## config.mk

```make
export PLATFORM = sky130hd
export DESIGN_NAME = tec_top
export DESIGN_NICKNAME = d
export VERILOG_FILES = /design/src/design/tec_pkg.sv /design/src/design/tec_channel.sv /design/src/design/tec_top.sv
export VERILOG_INCLUDE_DIRS = /design/src /design/src/design
export SDC_FILE = /design/constraint.sdc
export NUM_CORES = 1
export LEC_CHECK = 0
export BUFFER_PORTS_ARGS = -buffer_cell sky130_fd_sc_hd__buf_2
export CAP_MARGIN = 20
export CORE_MARGIN = 3
export CORE_UTILIZATION = 40
export DETAILED_ROUTE_END_ITERATION = 8
export MAX_ROUTING_LAYER = met4
export PLACE_DENSITY = 0.57
export SLEW_MARGIN = 25
export SYNTH_ARGS = -nofsm -noshare
export SYNTH_HDL_FRONTEND = slang
export SYNTH_SLANG_ARGS = --single-unit
```

## constraint.sdc

```tcl
create_clock -name clk -period 4.3 [get_ports clk]
set_clock_uncertainty 0.1 [all_clocks]
set_input_delay 1.075 -clock clk [delete_from_list [all_inputs] [get_ports clk]]
set_output_delay 1.075 -clock clk [all_outputs]
set_load 0.01 [all_outputs]
```

## src/design/tec_defs.svh

```systemverilog
// Purpose: constants of the three-axis encoder counter (offsets, fields, resets, timing)
// Assumes: 25 MHz system clock
// Notes:   register offsets are byte addresses of 32-bit words
`ifndef TEC_DEFS_SVH
`define TEC_DEFS_SVH

// clock rate
`define TEC_CLK_HZ          25000000

// register byte offsets
`define TEC_OFS_COUNT0      8'h00
`define TEC_OFS_COUNT1      8'h04
`define TEC_OFS_COUNT2      8'h08
`define TEC_OFS_CHCFG       8'h0C
`define TEC_OFS_DICFG       8'h10
`define TEC_OFS_TIMER       8'h14
`define TEC_OFS_ISTAT       8'h18
`define TEC_OFS_IMASK       8'h1C

// channel config fields, four bits per channel: mode[1:0], mult[3:2]
`define TEC_CHCFG_CH_W      4
`define TEC_CHCFG_CHAIN     12
`define TEC_CHCFG_SMP_LSB   13
`define TEC_CHCFG_W         15
`define TEC_CHCFG_RST       15'h0000

// timer fields
`define TEC_TMR_MULT_LSB    0
`define TEC_TMR_BASE_LSB    8
`define TEC_TMR_EN          10
`define TEC_TMR_W           11
`define TEC_TMR_RST         11'h000

// interrupt status layout
`define TEC_INT_OVF_LSB     0
`define TEC_INT_UNF_LSB     3
`define TEC_INT_DI_LSB      6
`define TEC_INT_TMR         11
`define TEC_INT_W           12
`define TEC_INT_RST         12'h000

// counter width and reset
`define TEC_CNT_W           24
`define TEC_CNT_RST         24'h000000
`define TEC_DI_N            5

// filter sample clocks, in Hz, and their divide counts (rounded down)
`define TEC_SMP_8M_HZ       8000000
`define TEC_SMP_4M_HZ       4000000
`define TEC_SMP_2M_HZ       2000000
`define TEC_SMP_8M_DIV      (`TEC_CLK_HZ / `TEC_SMP_8M_HZ)
`define TEC_SMP_4M_DIV      (`TEC_CLK_HZ / `TEC_SMP_4M_HZ)
`define TEC_SMP_2M_DIV      (`TEC_CLK_HZ / `TEC_SMP_2M_HZ)

// interval timer time bases, in Hz, and their cycle counts
`define TEC_TB_1HZ_HZ       1
`define TEC_TB_10HZ_HZ      10
`define TEC_TB_1KHZ_HZ      1000
`define TEC_TB_10KHZ_HZ     10000
`define TEC_TB_1HZ_CYC      (`TEC_CLK_HZ / `TEC_TB_1HZ_HZ)
`define TEC_TB_10HZ_CYC     (`TEC_CLK_HZ / `TEC_TB_10HZ_HZ)
`define TEC_TB_1KHZ_CYC     (`TEC_CLK_HZ / `TEC_TB_1KHZ_HZ)
`define TEC_TB_10KHZ_CYC    (`TEC_CLK_HZ / `TEC_TB_10KHZ_HZ)

`endif

```

## src/design/tec_pkg.sv

```systemverilog
// Purpose: types of the three-axis encoder counter
// Assumes: constants live in tec_defs.svh
// Notes:   enum codes follow the register field encodings by position
package tec_pkg;

  // counting mode of one channel
  typedef enum logic [1:0] {
    MODE_QUAD,
    MODE_PULSE_DIR,
    MODE_UP_DOWN,
    MODE_OFF
  } tec_mode_e;

  // quadrature multiplication
  typedef enum logic [1:0] {
    MULT_X1,
    MULT_X2,
    MULT_X4,
    MULT_RSVD
  } tec_mult_e;

  // per-channel configuration
  typedef struct packed {
    tec_mult_e mult;
    tec_mode_e mode;
  } tec_chan_cfg_s;

  // one encoder input pair
  typedef struct packed {
    logic a;
    logic b;
  } tec_enc_s;

endpackage : tec_pkg

```

## src/design/tec_channel.sv

```systemverilog
// Purpose: noise filter and decoder of one encoder channel
// Assumes: inputs synchronous to clk; sampleEn is a one-cycle pulse
// Notes:   outputs one-cycle count pulses, never both at once
`timescale 1ns/1ps
module tec_channel (
  input  wire logic              clk,
  input  wire logic              rst,
  input  wire logic              sampleEn,
  input  wire tec_pkg::tec_enc_s enc,
  input  wire tec_pkg::tec_chan_cfg_s cfg,
  output logic                   stepUp,
  output logic                   stepDn
);
  import tec_pkg::*;

  logic [3:0] histA;
  logic [3:0] histB;
  logic       filtA;
  logic       filtB;

  // filtered level moves only once four samples agree
  wire next_filtA = (&histA) ? 1'b1 : (~|histA) ? 1'b0 : filtA;
  wire next_filtB = (&histB) ? 1'b1 : (~|histB) ? 1'b0 : filtB;

  // edge terms of the filtered inputs
  wire chgA  = next_filtA ^ filtA;
  wire chgB  = next_filtB ^ filtB;
  wire riseA = next_filtA & ~filtA;
  wire riseB = next_filtB & ~filtB;

  // quadrature: A leading B counts up; a double change is a skipped state and is dropped
  wire quadDir  = next_filtA ^ filtB;
  wire quadX4   = chgA ^ chgB;
  wire quadX2   = chgA & ~chgB;
  wire quadX1   = chgA & ~chgB & ~filtB;
  wire quadStep = (cfg.mult == MULT_X4) ? quadX4 :
                  (cfg.mult == MULT_X2) ? quadX2 : quadX1;

  // mode selection
  logic next_up;
  logic next_dn;
  always_comb begin
    next_up = 1'b0;
    next_dn = 1'b0;
    case (cfg.mode)
      MODE_QUAD: begin
        next_up = quadStep & quadDir;
        next_dn = quadStep & ~quadDir;
      end
      MODE_PULSE_DIR: begin
        next_up = riseA & ~next_filtB;
        next_dn = riseA & next_filtB;
      end
      MODE_UP_DOWN: begin
        next_up = riseA & ~riseB;
        next_dn = riseB & ~riseA;
      end
      default: begin
        next_up = 1'b0;
        next_dn = 1'b0;
      end
    endcase
  end

  // sample shift registers
  always_ff @(posedge clk) begin
    if (rst) begin
      histA <= 4'h0;
      histB <= 4'h0;
    end else if (sampleEn) begin
      histA <= {histA[2:0], enc.a};
      histB <= {histB[2:0], enc.b};
    end
  end

  // filtered levels and count pulses
  always_ff @(posedge clk) begin
    if (rst) begin
      filtA  <= 1'b0;
      filtB  <= 1'b0;
      stepUp <= 1'b0;
      stepDn <= 1'b0;
    end else begin
      filtA  <= next_filtA;
      filtB  <= next_filtB;
      stepUp <= next_up;
      stepDn <= next_dn;
    end
  end

endmodule : tec_channel

```

## src/design/tec_top.sv

```systemverilog
// Purpose: three-axis encoder counter with digital inputs and interval timer
// Assumes: single 25 MHz clock, synchronous active-high reset, inputs synchronous
// Notes:   registers on a plain strobe port, read data one cycle after the read strobe
//
// Summary of operation
// - three independent channels, each with a 24-bit count.
// - channel 1 can count channel 0 carries and borrows, giving 48 bits.
// - each channel counts quadrature, pulse plus direction, or up/down pulses.
// - quadrature counting at one, two or four counts per cycle.
// - four-sample noise filter per encoder input, sample rate 8, 4 or 2 MHz.
// - decoding keeps up with 1.0 MHz quadrature and 1.0 MHz pulses.
// - quadrature decoding needs no index signal.
// - five digital inputs; inputs 0 to 2 can each be an index, all can be home sensors.
// - interrupt on digital input, counter wrap, or timer expiry.
// - periodic timer, base 1 Hz to 10 kHz times 1 to 255.
//
// Decided for this implementation: the strobed register port and the register addresses.
`timescale 1ns/1ps
`include "tec_defs.svh"
module tec_top #(
  parameter int TB_1HZ_CYCLES   = `TEC_TB_1HZ_CYC,
  parameter int TB_10HZ_CYCLES  = `TEC_TB_10HZ_CYC,
  parameter int TB_1KHZ_CYCLES  = `TEC_TB_1KHZ_CYC,
  parameter int TB_10KHZ_CYCLES = `TEC_TB_10KHZ_CYC
) (
  input  wire logic                    clk,
  input  wire logic                    rst,
  input  wire logic [7:0]              addr,
  input  wire logic [31:0]             wdata,
  input  wire logic                    wr,
  input  wire logic                    rd,
  output logic      [31:0]             rdata,
  input  wire tec_pkg::tec_enc_s [2:0] enc,
  input  wire logic [`TEC_DI_N-1:0]    digIn,
  output logic                         irq
);
  import tec_pkg::*;

  localparam int CW = `TEC_CNT_W;
  localparam logic [CW-1:0] CNT_MAX = {CW{1'b1}};

  // registers
  logic [CW-1:0]              count [3];
  logic [`TEC_CHCFG_W-1:0]    chCfg;
  logic [`TEC_DI_N-1:0]       diRole;
  logic [`TEC_DI_N-1:0]       diPrev;
  logic [`TEC_TMR_W-1:0]      tmrCfg;
  logic [`TEC_INT_W-1:0]      intStat;
  logic [`TEC_INT_W-1:0]      intMask;
  logic [4:0]                 smpCnt;
  logic [24:0]                preCnt;
  logic [7:0]                 multCnt;

  // address decode
  wire selCount0 = addr == `TEC_OFS_COUNT0;
  wire selCount1 = addr == `TEC_OFS_COUNT1;
  wire selCount2 = addr == `TEC_OFS_COUNT2;
  wire selChCfg  = addr == `TEC_OFS_CHCFG;
  wire selDiCfg  = addr == `TEC_OFS_DICFG;
  wire selTimer  = addr == `TEC_OFS_TIMER;
  wire selIStat  = addr == `TEC_OFS_ISTAT;
  wire selIMask  = addr == `TEC_OFS_IMASK;
  wire [2:0] wrCount = {3{wr}} & {selCount2, selCount1, selCount0};

  // configuration fields
  wire       chainEn  = chCfg[`TEC_CHCFG_CHAIN];
  wire [1:0] smpSel   = chCfg[`TEC_CHCFG_SMP_LSB +: 2];
  wire [7:0] tmrMult  = tmrCfg[`TEC_TMR_MULT_LSB +: 8];
  wire [1:0] tmrBase  = tmrCfg[`TEC_TMR_BASE_LSB +: 2];
  wire       tmrRun   = tmrCfg[`TEC_TMR_EN] & (tmrMult != 8'h00);

  // filter sample enable; a slower sample clock trades top rate for noise immunity
  // compare is >= so a switch to a shorter divide never lets the count run past and wrap
  wire [4:0] smpDiv = (smpSel == 2'h0) ? 5'(`TEC_SMP_8M_DIV) :
                      (smpSel == 2'h1) ? 5'(`TEC_SMP_4M_DIV) : 5'(`TEC_SMP_2M_DIV);
  wire       smpEn  = smpCnt >= (smpDiv - 5'h01);

  always_ff @(posedge clk) begin
    if (rst || smpEn) smpCnt <= 5'h00;
    else smpCnt <= smpCnt + 5'h01;
  end

  // channel decoders
  logic [2:0] stepUp;
  logic [2:0] stepDn;
  for (genvar i = 0; i < 3; i++) begin : g_chan
    tec_channel u_chan (
      .clk      (clk),
      .rst      (rst),
      .sampleEn (smpEn),
      .enc      (enc[i]),
      .cfg      (tec_chan_cfg_s'(chCfg[i*`TEC_CHCFG_CH_W +: `TEC_CHCFG_CH_W])),
      .stepUp   (stepUp[i]),
      .stepDn   (stepDn[i])
    );
  end

  // digital inputs: rising edge is the active event
  wire [`TEC_DI_N-1:0] diRise = digIn & ~diPrev;
  wire [2:0]           idxClr = diRise[2:0] & diRole[2:0];

  always_ff @(posedge clk) begin
    if (rst) diPrev <= '0;
    else diPrev <= digIn;
  end

  // count sources; chaining feeds channel 0 wraps into channel 1
  // no carry when a load or an index clear overrides the channel 0 step
  wire       ovf0  = stepUp[0] & (count[0] == CNT_MAX) & ~wrCount[0] & ~idxClr[0];
  wire       unf0  = stepDn[0] & (count[0] == '0) & ~wrCount[0] & ~idxClr[0];
  wire [2:0] incEn = {stepUp[2], chainEn ? ovf0 : stepUp[1], stepUp[0]};
  wire [2:0] decEn = {stepDn[2], chainEn ? unf0 : stepDn[1], stepDn[0]};

  // wrap detection; channel 0 wraps are carries, not events, while chained
  logic [2:0] ovfEv;
  logic [2:0] unfEv;
  always_comb begin
    for (int i = 0; i < 3; i++) begin
      ovfEv[i] = incEn[i] & (count[i] == CNT_MAX) & ~wrCount[i] & ~idxClr[i];
      unfEv[i] = decEn[i] & (count[i] == '0) & ~wrCount[i] & ~idxClr[i];
    end
    if (chainEn) begin
      ovfEv[0] = 1'b0;
      unfEv[0] = 1'b0;
    end
  end

  // counters: software load beats index clear beats counting
  always_ff @(posedge clk) begin
    for (int i = 0; i < 3; i++) begin
      if (rst) count[i] <= `TEC_CNT_RST;
      else if (wrCount[i]) count[i] <= wdata[CW-1:0];
      else if (idxClr[i]) count[i] <= `TEC_CNT_RST;
      else if (incEn[i]) count[i] <= count[i] + 24'h000001;
      else if (decEn[i]) count[i] <= count[i] - 24'h000001;
    end
  end

  // interval timer time base selection
  wire [24:0] tbCycles = (tmrBase == 2'h0) ? 25'(TB_1HZ_CYCLES)  :
                         (tmrBase == 2'h1) ? 25'(TB_10HZ_CYCLES) :
                         (tmrBase == 2'h2) ? 25'(TB_1KHZ_CYCLES) : 25'(TB_10KHZ_CYCLES);
  wire        tbTick   = tmrRun & (preCnt == tbCycles - 25'h0000001);
  wire        tmrExp   = tbTick & (multCnt == tmrMult - 8'h01);
  wire        tmrWr    = wr & selTimer;

  // prescaler and multiplier reload by themselves, so the period repeats
  always_ff @(posedge clk) begin
    if (rst || tmrWr || !tmrRun) begin
      preCnt  <= 25'h0000000;
      multCnt <= 8'h00;
    end else if (tbTick) begin
      preCnt  <= 25'h0000000;
      multCnt <= tmrExp ? 8'h00 : multCnt + 8'h01;
    end else begin
      preCnt  <= preCnt + 25'h0000001;
    end
  end

  // interrupt events; a set in the clearing cycle wins
  wire [`TEC_INT_W-1:0] intEv  = {tmrExp, diRise, unfEv, ovfEv};
  wire [`TEC_INT_W-1:0] intClr = (wr & selIStat) ? wdata[`TEC_INT_W-1:0] : '0;
  wire [`TEC_INT_W-1:0] next_intStat = (intStat & ~intClr) | intEv;

  always_ff @(posedge clk) begin
    if (rst) begin
      intStat <= `TEC_INT_RST;
      intMask <= `TEC_INT_RST;
      irq     <= 1'b0;
    end else begin
      intStat <= next_intStat;
      if (wr && selIMask) intMask <= wdata[`TEC_INT_W-1:0];
      irq     <= |(next_intStat & ((wr && selIMask) ? wdata[`TEC_INT_W-1:0] : intMask));
    end
  end

  // configuration registers
  always_ff @(posedge clk) begin
    if (rst) begin
      chCfg  <= `TEC_CHCFG_RST;
      diRole <= '0;
      tmrCfg <= `TEC_TMR_RST;
    end else if (wr) begin
      if (selChCfg) chCfg  <= wdata[`TEC_CHCFG_W-1:0];
      if (selDiCfg) diRole <= wdata[`TEC_DI_N-1:0];
      if (selTimer) tmrCfg <= wdata[`TEC_TMR_W-1:0];
    end
  end

  // read selection; unmapped addresses read zero
  wire [31:0] rdSel =
      selCount0 ? {8'h00, count[0]} :
      selCount1 ? {8'h00, count[1]} :
      selCount2 ? {8'h00, count[2]} :
      selChCfg  ? {17'h00000, chCfg} :
      selDiCfg  ? {19'h00000, digIn, 3'h0, diRole} :
      selTimer  ? {21'h000000, tmrCfg} :
      selIStat  ? {20'h00000, intStat} :
      selIMask  ? {20'h00000, intMask} : 32'h00000000;

  // read data stands only in the cycle after the strobe
  always_ff @(posedge clk) begin
    if (rst) rdata <= 32'h00000000;
    else rdata <= rd ? rdSel : 32'h00000000;
  end

endmodule : tec_top

```

### Word level (Yosys, flattened, before mapping)

Memories as Yosys holds them, arrays and structs flattened.
Cells that the tools add are included.

| operators by class | value |
|---|---|
| $add $sub $neg | 12 |
| multipliers | 0 |
| divide/modulo/power cells | 0 |
| magnitude comparators | 1 |
| eq/ne operators | 27 |
| shift-type cells | 0 |
| mux-type cells | 112 |
| bitwise gates (word level) | 113 |
| reduce and logical (&&, ||, !) cells | 34 |

Operators by type and width:

| operator | count |
|---|---|
| 2-to-1 mux 24 bit | 15 |
| 2-to-1 mux 1 bit | 78 |
| adder 24 x 1 -> 24 bit (second input constant) | 3 |
| == test 24 bit (second input constant) | 3 |
| zero test 24 bit | 3 |
| subtractor 24 x 1 -> 24 bit (second input constant) | 3 |
| 2-to-1 mux 12 bit | 5 |
| bitwise AND 1 bit | 53 |
| == test 8 x 5 -> 1 bit (second input constant) | 4 |
| 2-to-1 mux 15 bit | 2 |
| inverter 1 bit | 28 |
| adder 25 x 1 -> 25 bit (second input constant) | 1 |
| == test 25 bit | 1 |
| 2-to-1 mux 25 bit | 1 |
| subtractor 25 x 1 -> 25 bit (second input constant) | 1 |
| bitwise AND 12 bit | 2 |
| AND reduction 4 bit | 6 |
| OR reduction 4 bit | 6 |
| 2-to-1 mux 22 bit | 1 |
| case mux 1 bit (3 select lines) | 6 |
| == test 2 x 1 -> 1 bit (second input constant) | 8 |
| == test 8 x 4 -> 1 bit (second input constant) | 2 |
| == test 2 bit (second input constant) | 7 |
| 2-to-1 mux 13 bit | 1 |
| other kinds (26) | 59 |

| storage, ports and cells | value |
|---|---|
| flip-flop bits (word level) | 167 |
| bits in latches | 0 |
| memory bits (writable) | 72 |
| ROM bits | 0 |
| output and inout bits | 33 |
| memories kept | 1 |

Memories:

| name | depth | width | read ports | clocked after memory_dff | wr ports | line | RTL |
|---|---|---|---|---|---|---|---|
| count | 3 | 24 | 3 | 0 | 3 | tec_top.sv:43 | `logic [CW-1:0] count [3];` |

### Depth between registers and ports, before layout

| depth | value |
|---|---|
| depth after elaboration | 13 |
| depth in mapped cells | 12 |

### By module

Synthesis repeated with hierarchy kept, for this count alone.

| unflattened totals | value |
|---|---|
| cell total of the unflattened synthesis | 1,606 |
| area, all modules | 14,007.2 um^2 |

Modules (own cells, without submodules):

| module | times used | cells each | area an instance (um^2) | seq. area each (um^2) |
|---|---|---|---|---|
| tec_top | 1 | 1,408 | 12,130.4 | 4,624.4 |
| tec_channel | 3 | 66 | 625.6 | 240.2 |

### Worst setup path before layout

Ideal clock, no wire load.

| timing path | value |
|---|---|
| path kind | in2reg |
| start point | input addr[2] |
| end point | memory count[1][0] in the netlist's numbering, enable pin |
| arrival time | 3,013 ps |
| path slack | 806 ps |
| stages on the path | 8 |
| path buffers | 2 |
| cells stage by stage | buf_2 > nor4_1 > a32o_1 > nand4b_1 > a21boi_1 > buf_2 > nor2_1 > nand2_1 |

RTL lines:

| element | line | RTL |
|---|---|---|
| start, declared | tec_top.sv:28 | `input wire logic [7:0] addr,` |
| end, declared | tec_top.sv:43 |  |

==> flow_summary.json <==
{
  "post_cts_buffers": 0,
  "cp.arrival_ns": 3.43,
  "final_hold_viol_count": 0,
  "nets": 1749,
  "cts.sinks": 231,
  "layout_common_cells": "206 x nor2_1, 159 x dfxtp_1, 150 x nand2_1",
  "grt_pass1_vias": 11600,
  "synth.distinct_cells": 76,
  "viasPerCell": 5.99,
  "cts_tree": "done",
  "start_util_pct": 41.1,
  "ir_drop_uv": 365,
  "dpl_cell_area_um2": 14700,
  "cp_num_buf_inv": 4,
  "drtPass1Iterations": 9,
  "synth-compound-area-share_pct": 17.1,
  "die_y_um": 193,
  "clkPwrFrac_pct": 46.8,
  "drive_gt1_share_pct": 11.2,
  "synth_adder_area_share_pct": 4.02,
  "insertion_delay_ns": 0.56,
  "ys_seq_area_share_pct": 38.2,
  "min_period_ns": 3.32,
  "grt_max_degree": 61,
  "finalSetupViolCount": 0,
  "max_freq_mhz": 301,
  "cts.path.max_buffers": 3,
  "end_kind": "flip-flop",
  "drt-total-wl_um": 44600,
  "hold_buffers": 0,
  "synthCells": 1630,
  "netlist_area_um2": 14000,
  "p_sw_w": 0.00124,
  "rsz0062_at_grt": "false",
  "antenna_found_initial": 3,
  "powerDensity_nw_per_um2": 324,
  "r2r_cells": 7,
  "areaGrowthSynthToFinish_pct": 11.8,
  "final_common_cell": "nor2_1",
  "yosys.area_share.simple_pct": 23.0,
  "drc": 0,
  "status": "finished, final reports clean",
  "grt.total_usage_pct": 24.2,
  "max-slew-margin-rel_pct": 33.7,
  "h-tree-depth": 1,
  "p_int_w": 0.00382,
  "numCtsBuffers": 28,
  "ant_nets": 0,
  "critical_path_required_ns": 4.41,
  "port_buffers": 71,
  "synth_mux_area_share_pct": 4.15,
  "p_sw_share_pct": 24.6,
  "place_congestion": 0.947,
  "grt_pass1_wl_um": 68600,
  "finalCritPeriodShare_pct": 77.3,
  "synth-xor-area-share_pct": 8.14,
  "routedWlPerCell_um": 21.0,
  "criticalPathCategory": "in -> reg",
  "drtIter0Drc": 1495,
  "num_rows": 67,
  "cts_resized": 0,
  "slowest_stage": "a41oi_1",
  "cap_violations": 0,
  "cp_max_fo": 24,
  "combPwrFrac_pct": 6.3,
  "async_flop_share_pct": 0,
  "cp_common_cell": "buf_4",
  "path_cells": "buf_2 -> nor4_2 -> buf_4 -> a41oi_1 -> nor2b_1 -> a21boi_1 -> buf_4 -> nor2_1 -> nand2_1 -> buf_4",
  "seq_power_share_pct": 47.0,
  "worst_setup_path_start_kind": "primary input",
  "yosys_warnings": 0,
  "leakagePower_nw": 5.93,
  "path_delay_family": "buffers and inverters",
  "synth_seq_cells": 231,
  "critPathMaxStageDelay_ns": 0.48,
  "synth-edff-count": 72,
  "dp_hpwl_um": 31800,
  "path_clk_slew_ns": 0.06,
  "drv_slew": 0,
  "crit_cells": 10,
  "synth_top_family_by_area": "simple AND/OR/NAND/NOR gates",
  "worstMarginPinSlew_ns": 0.984,
  "num_vias": 12700,
  "root_buffer": "clkbuf_16",
  "die_x_um": 193,
  "synthFlopType": "dfxtp_1",
  "core_um2": 34000,
  "design_area_um2": 15700,
  "synth.avg_cell_area_um2": 8.58,
  "whs_path_depth": 1,
  "tns_ns": 0,
  "dieArea_um2": 37300,
  "io_pins": 88,
  "worstHoldPathType": "reg -> reg",
  "overflow": 0
}
-- worst register-to-register path, delay by kind of cell, from the launching register on --
family	cells	cell delay, ns
AO/OA/AOI/OAI	1	0.40
AND/OR/NAND/NOR	5	1.58
buffers and inverters	1	0.34
flip-flops	1	0.55
-- registers in the layout, indices dropped and copies added, names as in the netlist --
name / cells
count: 72
preCnt: 25
rdata: 24
chCfg: 15
g_chan.u_chan.histA: 12
g_chan.u_chan.histB: 12
intMask: 12
intStat: 12
tmrCfg: 11
multCnt: 8
diPrev: 5
diRole: 5
smpCnt: 5
g_chan.u_chan.filtA: 3
g_chan.u_chan.filtB: 3
g_chan.u_chan.stepDn: 3
g_chan.u_chan.stepUp: 3
irq: 1
-- metal layers --
metal  vias to the layer above  track usage, %  wire length, µm
met1                      6063            33.5            19300
met3                       100            3.29             3870
met5                         -               -                0
li1                       5973               -                -
met2                       560            37.1            19900
met4                         0            7.51             1600
-- area by class of cell --
class / instances / area, µm²
sequential: 231 / 5350
inverter: 49 / 184
timing repair buffer: 110 / 671
fill: 3348 / 18400
clock buffer: 39 / 832
antenna: 3 / 7.51
tap: 448 / 561
clock inverter: 12 / 100
multi-input combinational: 1229 / 7950
-- cells in the mapped netlist, types with 9 or more instances --
master    instances  area share (%)
nand4_1          27             1.2
nand2b_1         12            0.54
nor2_1          206             5.5
xnor2_1          73             4.6
dfxtp_1         159              23
a22oi_1          33             1.8
a31oi_1          13            0.58
o221ai_1         21             1.3
a21oi_1          86             3.1
and3_1           24             1.1
nor2b_1          14            0.63
nand3_1          65             2.3
nor4_1           26             1.2
nor3b_1          10            0.54
a221oi_1         20             1.3
or3_1            12            0.54
clkbuf_1         94             2.5
a221o_1          17             1.2
a22o_1           12            0.75
o22ai_1          11            0.49
nor3_1           46             1.6
a211oi_1         11            0.59
o21ai_0          46             1.6
and4_1           10            0.63
and2_1            9            0.40
nand2_1         150             4.0
a222oi_1         23             1.6
mux2i_1          58             4.1
ha_1             45             4.0
xor2_1           57             3.6
inv_1            49             1.3
buf_2            15            0.54
edfxtp_1         72              15
-- metrics by stage --
step           hold WS, ns  utilization (%)  instances  power (W)  worst slack, ns
2_1_floorplan        0.318                -       1637    0.00260            0.806
3_3_place_gp         0.329             43.1       2066    0.00272            0.565
3_5_place_dp         0.340             43.1       2066    0.00273            0.519
4_1_cts              0.348             45.9       2117    0.00511             1.02
5_1_grt              0.385             46.0       2121    0.00522            0.836
6_report             0.345             46.0       2121    0.00506            0.976
-- kinds of logic (layout without fill, tap and decap cells) --
logic type	after synthesis	after routing
simple gates	649	649
flops	231	231
other cells	2	12
buf+inv	177	210
fa+ha+maj	45	45
compound gates	338	338
mux	58	58
xor+xnor	130	130
-- power by group through the flow --
| stage | logic (W) | registers [W] | clock network [W] |
|---|---|---|---|
| after floorplan | 0.000239 | 0.00236 | 0 |
| after global placement | 0.000301 | 0.00242 | 0 |
| after detailed placement | 0.000305 | 0.00242 | 0 |
| after CTS | 0.000306 | 0.00238 | 0.00243 |
| after global routing | 0.000341 | 0.00239 | 0.00249 |
| final | 0.000317 | 0.00238 | 0.00237 |
-- final timing paths --
kind,slack (ns),from,end
max reg2reg,0.98,count[0][18]$_DFFE_PP_,count[1][19]$_DFFE_PP_
min,0.34,preCnt[0]$_SDFF_PP0_,preCnt[0]$_SDFF_PP0_
max,0.98,addr[7],count[1][19]$_DFFE_PP_
min reg2reg,0.34,preCnt[0]$_SDFF_PP0_,preCnt[0]$_SDFF_PP0_
(Power assumes the default switching activity.)
